===== src/shared/psr_pkg.sv =====
package psr_pkg;
   // Management frame field widths and codes
   localparam int             ADDR_W        = 5;
   localparam int             DATA_W        = 16;
   localparam int             CNT_W         = 6;
   localparam logic [1:0]     OP_READ       = 2'h2;
   localparam logic [1:0]     OP_WRITE      = 2'h1;
   localparam logic [1:0]     TA_WRITE      = 2'h2;
   localparam logic [5:0]     PREAMBLE_BITS = 6'h20;
   localparam logic [5:0]     LAST_ADDR_BIT = 6'h04;
   localparam logic [5:0]     LAST_DATA_BIT = 6'h0F;

   // Register addresses on the management interface
   localparam logic [4:0]     REG_STATUS    = 5'h01;
   localparam logic [4:0]     REG_ID_HIGH   = 5'h02;
   localparam logic [4:0]     REG_ID_LOW    = 5'h03;

   // Status word: permanent ones at 14:11, 6, 3 and 0; bits 15 and 10:7 read zero
   localparam logic [15:0]    STATUS_FIXED  = 16'h7849;
   localparam logic [15:0]    STATUS_RSVD   = 16'h0780;
   localparam int             BIT_AN_DONE   = 5;
   localparam int             BIT_RFAULT    = 4;
   localparam int             BIT_LINK      = 2;
   localparam int             BIT_JABBER    = 1;

   // Identifier layout in the second identifier word
   localparam int             ID_OUI_POS    = 10;
   localparam int             ID_MODEL_POS  = 4;

   // Arbitrary neutral identity values, not any real maker's codes
   localparam logic [21:0]    OUI_DEFAULT   = 22'h012345;
   localparam logic [5:0]     MODEL_DEFAULT = 6'h01;
   localparam logic [3:0]     REV_DEFAULT   = 4'h0;

   typedef enum logic [2:0] {
      S_HUNT  = 3'b000,
      S_START = 3'b001,
      S_OP    = 3'b010,
      S_PHY   = 3'b011,
      S_REG   = 3'b100,
      S_TA    = 3'b101,
      S_RDATA = 3'b110,
      S_WDATA = 3'b111
   } psr_state_t;
endpackage


===== src/psr_status_regs.sv =====
`timescale 1ns/10ps
module psr_status_regs #(
   parameter logic [4:0]  PHY_ADDR  = 5'h01,
   parameter bit          ID_ENABLE = 1'b1,
   parameter logic [21:0] OUI_BITS  = psr_pkg::OUI_DEFAULT,
   parameter logic [5:0]  MODEL     = psr_pkg::MODEL_DEFAULT,
   parameter logic [3:0]  REVISION  = psr_pkg::REV_DEFAULT
) (
   input  wire logic sys_clk,
   input  wire logic reset_n,
   input  wire logic mdc,
   input  wire logic mdioIn,
   output logic      mdioOut,
   output logic      mdioOe_n,
   input  wire logic anComplete,
   input  wire logic linkGood,
   input  wire logic remoteFaultEvent,
   input  wire logic jabberEvent
);
   import psr_pkg::*;

   logic              mdcSync1;
   logic              mdcSync2;
   logic              mdcPrev;
   logic              mdioSync1;
   logic              mdioSync2;
   logic              mdcRise;
   logic              bitIn;

   psr_state_t        state;
   psr_state_t        next_state;
   logic [CNT_W-1:0]  bitCnt;
   logic [CNT_W-1:0]  next_bitCnt;
   logic              preambleSeen;
   logic              next_preambleSeen;
   logic [1:0]        opcode;
   logic [1:0]        next_opcode;
   logic [ADDR_W-1:0] phyShift;
   logic [ADDR_W-1:0] next_phyShift;
   logic [ADDR_W-1:0] regShift;
   logic [ADDR_W-1:0] next_regShift;
   logic              selected;
   logic              next_selected;
   logic              taFirst;
   logic              next_taFirst;
   logic [DATA_W-1:0] readShift;
   logic [DATA_W-1:0] next_readShift;
   logic              next_mdioOut;
   logic              next_mdioOe_n;

   logic              rfLatch;
   logic              next_rfLatch;
   logic              jabLatch;
   logic              next_jabLatch;
   logic              linkLatch;
   logic              next_linkLatch;
   logic              anDone;
   logic              next_anDone;
   logic              statusRead;
   logic [DATA_W-1:0] statusWord;
   logic [DATA_W-1:0] idHigh;
   logic [DATA_W-1:0] idLow;
   logic [DATA_W-1:0] readValue;
   logic [ADDR_W-1:0] regFull;

   // Preamble counter must be able to hold the full 32 ones; refused at elaboration
   if (CNT_W < 6) begin : g_cnt_check
      $error("psr_status_regs: bit counter too narrow for preamble");
   end

   // Both pins are asynchronous to sys_clk, so two flops before any logic
   // Clock chain resets high so an idle-high clock shows no false rise after reset
   always_ff @(posedge sys_clk or negedge reset_n) begin
      if (!reset_n) begin
         mdcSync1  <= 1'b1;
         mdcSync2  <= 1'b1;
         mdcPrev   <= 1'b1;
         mdioSync1 <= 1'b1;
         mdioSync2 <= 1'b1;
      end else begin
         mdcSync1  <= mdc;
         mdcSync2  <= mdcSync1;
         mdcPrev   <= mdcSync2;
         mdioSync1 <= mdioIn;
         mdioSync2 <= mdioSync1;
      end
   end

   assign mdcRise = mdcSync2 & ~mdcPrev;
   assign bitIn   = mdioSync2;
   assign regFull = {regShift[ADDR_W-2:0], bitIn};

   // Read words; reserved bits masked off, permanent bits forced
   always_comb begin
      statusWord             = STATUS_FIXED & ~STATUS_RSVD;
      statusWord[BIT_AN_DONE] = anDone;
      statusWord[BIT_RFAULT]  = rfLatch;
      statusWord[BIT_LINK]    = linkLatch;
      statusWord[BIT_JABBER]  = jabLatch;
      if (ID_ENABLE) begin
         idHigh = OUI_BITS[21:6];
         idLow  = {OUI_BITS[5:0], MODEL, REVISION};
      end else begin
         idHigh = 16'h0000;
         idLow  = 16'h0000;
      end
      case (regFull)
         REG_STATUS:  readValue = statusWord;
         REG_ID_HIGH: readValue = idHigh;
         REG_ID_LOW:  readValue = idLow;
         default:     readValue = 16'h0000;
      endcase
   end

   // Status read is recognised on the edge that ends the register address
   assign statusRead = mdcRise && (state == S_REG) && (bitCnt == LAST_ADDR_BIT)
                       && (opcode == OP_READ) && (phyShift == PHY_ADDR)
                       && (regFull == REG_STATUS);

   // Frame decoder, advanced only on rising edges of the management clock
   always_comb begin
      next_state        = state;
      next_bitCnt       = bitCnt;
      next_preambleSeen = preambleSeen;
      next_opcode       = opcode;
      next_phyShift     = phyShift;
      next_regShift     = regShift;
      next_selected     = selected;
      next_taFirst      = taFirst;
      next_readShift    = readShift;
      next_mdioOut      = mdioOut;
      next_mdioOe_n     = mdioOe_n;
      if (mdcRise) begin
         case (state)
            S_HUNT: begin
               if (bitIn) begin
                  if (bitCnt != PREAMBLE_BITS) begin
                     next_bitCnt = bitCnt + 6'h01;
                  end
               end else if (preambleSeen || bitCnt == PREAMBLE_BITS) begin
                  next_preambleSeen = 1'b1;
                  next_state        = S_START;
                  next_bitCnt       = 6'h00;
               end else begin
                  next_bitCnt = 6'h00;
               end
            end
            S_START: begin
               next_state = bitIn ? S_OP : S_HUNT;
            end
            S_OP: begin
               next_opcode = {opcode[0], bitIn};
               if (bitCnt == 6'h01) begin
                  next_bitCnt = 6'h00;
                  if ({opcode[0], bitIn} == OP_READ || {opcode[0], bitIn} == OP_WRITE) begin
                     next_state = S_PHY;
                  end else begin
                     next_preambleSeen = 1'b0;
                     next_state        = S_HUNT;
                  end
               end else begin
                  next_bitCnt = bitCnt + 6'h01;
               end
            end
            S_PHY: begin
               next_phyShift = {phyShift[ADDR_W-2:0], bitIn};
               next_bitCnt   = (bitCnt == LAST_ADDR_BIT) ? 6'h00 : bitCnt + 6'h01;
               if (bitCnt == LAST_ADDR_BIT) begin
                  next_state = S_REG;
               end
            end
            S_REG: begin
               next_regShift = regFull;
               next_bitCnt   = (bitCnt == LAST_ADDR_BIT) ? 6'h00 : bitCnt + 6'h01;
               if (bitCnt == LAST_ADDR_BIT) begin
                  next_state     = S_TA;
                  next_selected  = (phyShift == PHY_ADDR);
                  next_readShift = readValue;
               end
            end
            S_TA: begin
               next_taFirst = bitIn;
               if (bitCnt == 6'h00) begin
                  next_bitCnt = 6'h01;
                  if (selected && opcode == OP_READ) begin
                     next_mdioOut  = 1'b0;                  // Second turnaround bit
                     next_mdioOe_n = 1'b0;
                  end
               end else begin
                  next_bitCnt = 6'h00;
                  if (opcode == OP_READ) begin
                     next_state     = S_RDATA;
                     next_mdioOut   = readShift[DATA_W-1];
                     next_readShift = {readShift[DATA_W-2:0], 1'b0};
                  end else if ({taFirst, bitIn} == TA_WRITE) begin
                     next_state = S_WDATA;
                  end else begin
                     next_preambleSeen = 1'b0;
                     next_state        = S_HUNT;
                  end
               end
            end
            S_RDATA: begin
               // Drive changes right after the edge the station samples on
               next_mdioOut   = readShift[DATA_W-1];
               next_readShift = {readShift[DATA_W-2:0], 1'b0};
               next_bitCnt    = bitCnt + 6'h01;
               if (bitCnt == LAST_DATA_BIT) begin
                  next_mdioOut  = 1'b1;
                  next_mdioOe_n = 1'b1;
                  next_state    = S_HUNT;
                  next_bitCnt   = 6'h00;
               end
            end
            S_WDATA: begin
               // Every addressed word here is read-only; data is dropped
               next_bitCnt = bitCnt + 6'h01;
               if (bitCnt == LAST_DATA_BIT) begin
                  next_state  = S_HUNT;
                  next_bitCnt = 6'h00;
               end
            end
            default: begin
               next_state  = S_HUNT;
               next_bitCnt = 6'h00;
            end
         endcase
      end
   end

   always_ff @(posedge sys_clk or negedge reset_n) begin
      if (!reset_n) begin
         state        <= S_HUNT;
         bitCnt       <= 6'h00;
         preambleSeen <= 1'b0;
         opcode       <= 2'h0;
         phyShift     <= 5'h00;
         regShift     <= 5'h00;
         selected     <= 1'b0;
         taFirst      <= 1'b0;
         readShift    <= 16'h0000;
         mdioOut      <= 1'b1;
         mdioOe_n     <= 1'b1;
      end else begin
         state        <= next_state;
         bitCnt       <= next_bitCnt;
         preambleSeen <= next_preambleSeen;
         opcode       <= next_opcode;
         phyShift     <= next_phyShift;
         regShift     <= next_regShift;
         selected     <= next_selected;
         taFirst      <= next_taFirst;
         readShift    <= next_readShift;
         mdioOut      <= next_mdioOut;
         mdioOe_n     <= next_mdioOe_n;
      end
   end

   // Latched status; a new event in the read cycle survives the clear
   always_comb begin
      next_anDone   = anComplete;
      next_rfLatch  = remoteFaultEvent | (rfLatch & ~statusRead);
      next_jabLatch = jabberEvent | (jabLatch & ~statusRead);
      // Failure drops the bit at once; only a read lets good link back in
      next_linkLatch = statusRead ? linkGood : (linkLatch & linkGood);
   end

   always_ff @(posedge sys_clk or negedge reset_n) begin
      if (!reset_n) begin
         anDone    <= 1'b0;
         rfLatch   <= 1'b0;
         jabLatch  <= 1'b0;
         linkLatch <= 1'b0;
      end else begin
         anDone    <= next_anDone;
         rfLatch   <= next_rfLatch;
         jabLatch  <= next_jabLatch;
         linkLatch <= next_linkLatch;
      end
   end
endmodule


===== config.mk =====
export PLATFORM = sky130hd
export DESIGN_NAME = psr_status_regs
export DESIGN_NICKNAME = d
export VERILOG_FILES = /design/src/shared/psr_pkg.sv /design/src/psr_status_regs.sv
export SDC_FILE = /design/constraint.sdc
export NUM_CORES = 1
export LEC_CHECK = 0
export BUFFER_PORTS_ARGS = -buffer_cell sky130_fd_sc_hd__buf_2
export CORE_ASPECT_RATIO = 0.5
export CORE_MARGIN = 10
export CORE_UTILIZATION = 30
export DETAILED_ROUTE_END_ITERATION = 8
export HOLD_SLACK_MARGIN = 0.1
export SYNTH_ARGS = -nofsm -noshare
export SYNTH_HDL_FRONTEND = slang
export SYNTH_SLANG_ARGS = --single-unit

===== constraint.sdc =====
create_clock -name sys_clk -period 2.9 [get_ports sys_clk]
set_clock_uncertainty 0.2 [all_clocks]
set_input_delay 0 -clock sys_clk [delete_from_list [all_inputs] [get_ports sys_clk]]
set_output_delay 0 -clock sys_clk [all_outputs]
set_load 0.05 [all_outputs]

==> metrics <==
drt first pass iters 4; Largest stage delay, worst path 500 ps; Worst-Margin Slew 1110 ps; power per cell area 539 mW/mm^2; grt ovf 0; max frequency 385 MHz; core area 0.00823 sq mm; Mean Syn Cell Area 10.2 sq um; IO buf count 9; dpl cells 370; Startpoint Class register; mapped cell area 0.00261 sq mm; post-CTS resize count 0; CP Max Fanout 16; largest net degree at the start of global routing 51; routed vias 1,926; global-route wire length before repair 9.40 mm; crit-path cells inv_1, ha_1, nor3b_1, nand2_1, nor2_1, or3_1, buf_4, mux2_1; nets 283; CTS tree yes; final clock period utilization by the worst path 89.6%; Die Width 152 um; Yosys top cell by area dfrtp_1; vias in the first global route 1,921; TritonCTS Buffers 5; non-filler cells, final 385; leakage power 0.00136 uW; sequential area share after synthesis 48.3%; setup violators final 0; DRC 0; Fin Setup TNS 0 ps; I/O Pins 10; #FFs+latches synth 50; clk root buf clkbuf_16; Critical Path Start bitCnt[0]; layout cells sized above 1 16.1%; slowest CP cell nor3b_1; RSZ-0062 raised after global routing no; RR Startpoint bitCnt[0]; Post-Synthesis Cells 257; Clock transition at path regs 60 ps; CP Data Arrival Time 2580 ps; Worst Setup End Kind register; post-route ant nets 0; setup slack, reg-to-reg 300 ps; Post-Route WL 5.40 mm; Synth Warn # 0; CP required 2880 ps; slew margin rel. 26.1%; Tot GR Track Use 8.66%; initial antenna violation count 0; GP Congestion 0.887; crit path time final 2600 ps; Initial Utilization 31.7%; Netlist cell types 49; Synth-to-Final Area Change 14.3%; maximum vdd drop 0.221 mV; EDFF count, synth 0; Mapped Nets 268; Synth area leaders dfrtp_1 (41%), dfstp_2 (7.0%), mux2_2 (4.3%); clock tree sinks 50; die height 86.0 um; Post-synth ARST share 100%; post-DR vias/cell 5.00; most common library cells after synthesis dfrtp_1 (43), nand2_1 (24), nor2_1 (20); Hold Fails Final Rpt 0; Setup CP Type reg -> reg; top-count cell post-synth dfrtp_1; Die ar. 0.0131 sq mm; Max-cap violations 0; status finished, final reports clean; Slew Viols, Final 0; Core Util, Final 36.3%; post-synth top area share 41.2%; routed length per instance 14.0 um; n_diodes 0; site row count 23; hold path startpoint anComplete; dpl hpwl 3.81 mm; top_reg_cell synth dfrtp_1; H-Tree Depth 2; DR iter-0 viols 137; Max Root-Sink Buffers 2; clk_lat worst skew 290 ps; class of the worst hold path in -> reg
==> final timing paths <==
check	endpoint	cells past startpoint
worst max-delay path	readShift[12]	8
worst min-delay path	anDone	2
worst max register to register	readShift[12]	8
worst min register to register	bitIn	0
max in group asynchronous	bitCnt[0]	2
min in group asynchronous	bitCnt[2]	2
==> layer usage <==
metal | vias to the layer above | global-route usage [%] | part of all wire [%]
met5 | - | 0 | 0
met4 | 0 | 3.74 | 1.9
met3 | 9 | 3.19 | 4.8
met2 | 40 | 13.4 | 46
met1 | 942 | 10.6 | 47
li1 | 935 | - | -
==> cells by family (layout without fill, tap and decap cells) <==
| kind of cell | Yosys count | after routing | share of synthesized area (%) |
|---|---|---|---|
| compound gates | 60 | 60 | 15.2 |
| xor+xnor | 5 | 5 | 1.68 |
| fa+ha+maj | 3 | 3 | 1.44 |
| buf+inv | 26 | 42 | 4.41 |
| flops | 50 | 50 | 48.3 |
| mux | 30 | 30 | 12.9 |
| simple gates | 83 | 83 | 16.1 |
==> final cells by class <==
class                           instances  area, sq um
Clock inverter                          2         12.5
Sequential cell                        50         1260
Fill cell                             838         5250
Inverter                               14         52.6
Multi-Input combinational cell        181         1240
Clock buffer                            6          139
Tap cell                              112          140
Timing Repair Buffer                   20          145
==> through the flow <==
step / setup slack [ps] / instance area [sq um] / hold slack, ps / total power, uW
5_1_grt: 23.6 / 2990 / 152 / 1700
6_report: 301 / 2990 / 137 / 1610
3_3_place_gp: 428 / 2760 / -92.4 / 1010
2_1_floorplan: 587 / 2610 / -496 / 947
3_5_place_dp: 282 / 2760 / -88.2 / 1020
4_1_cts: 270 / 2990 / 137 / 1630
==> worst max-delay path: cells and delay by family (launching register included) <==
kind	cells	cell delay, ps
adders and majority gates	1	160
buffers and inverters	2	360
DFF	1	440
and+or+nand+nor	4	970
muxes	1	350
==> cell usage in the layout (no fill, tap or decap), types with 2 or more instances in the layout <==
cell           count
a21o_1             5
nor2_1            20
and3_1             3
nand2b_1           6
nand2_1           24
a22o_1             4
buf_4              4
dlygate4sd3_1      7
mux2i_1           10
xor2_1             3
o31ai_1            3
a2111oi_0          2
mux2_2            10
ha_1               3
mux2_1             7
and2_1             2
a22oi_1            2
nor3_1             5
o21ai_1            4
mux2_4             3
xnor2_1            2
nor2b_1            7
a41oi_1            2
dfrtp_1           43
nand4_1            2
o211ai_1           4
o21ai_0           12
a211oi_1           2
buf_2              9
a21oi_1           13
clkbuf_16          5
nand3_1            5
dfstp_2            7
or2_2              2
inv_1             14
==> registers in the layout (all words and copies together) (netlist names), 2 cells and up <==
name / flops
readShift: 16
bitCnt: 6
phyShift: 5
regShift: 4
state: 3
opcode: 2
==> repair_timing <==
| action | 4_1_cts | 5_1_grt |
|---|---|---|
| hold endpoints to repair | 49 | 0 |
| hold buffers | 7 | 0 |
| buffers inserted | 0 | 0 |
==> where the power goes <==
group	internal (uW)	switching (uW)
Clock	342	255
Combinational	95.3	140
Sequential	725	52.5
Total	1160	447
Note: power is estimated with default switching activity, not from simulation.
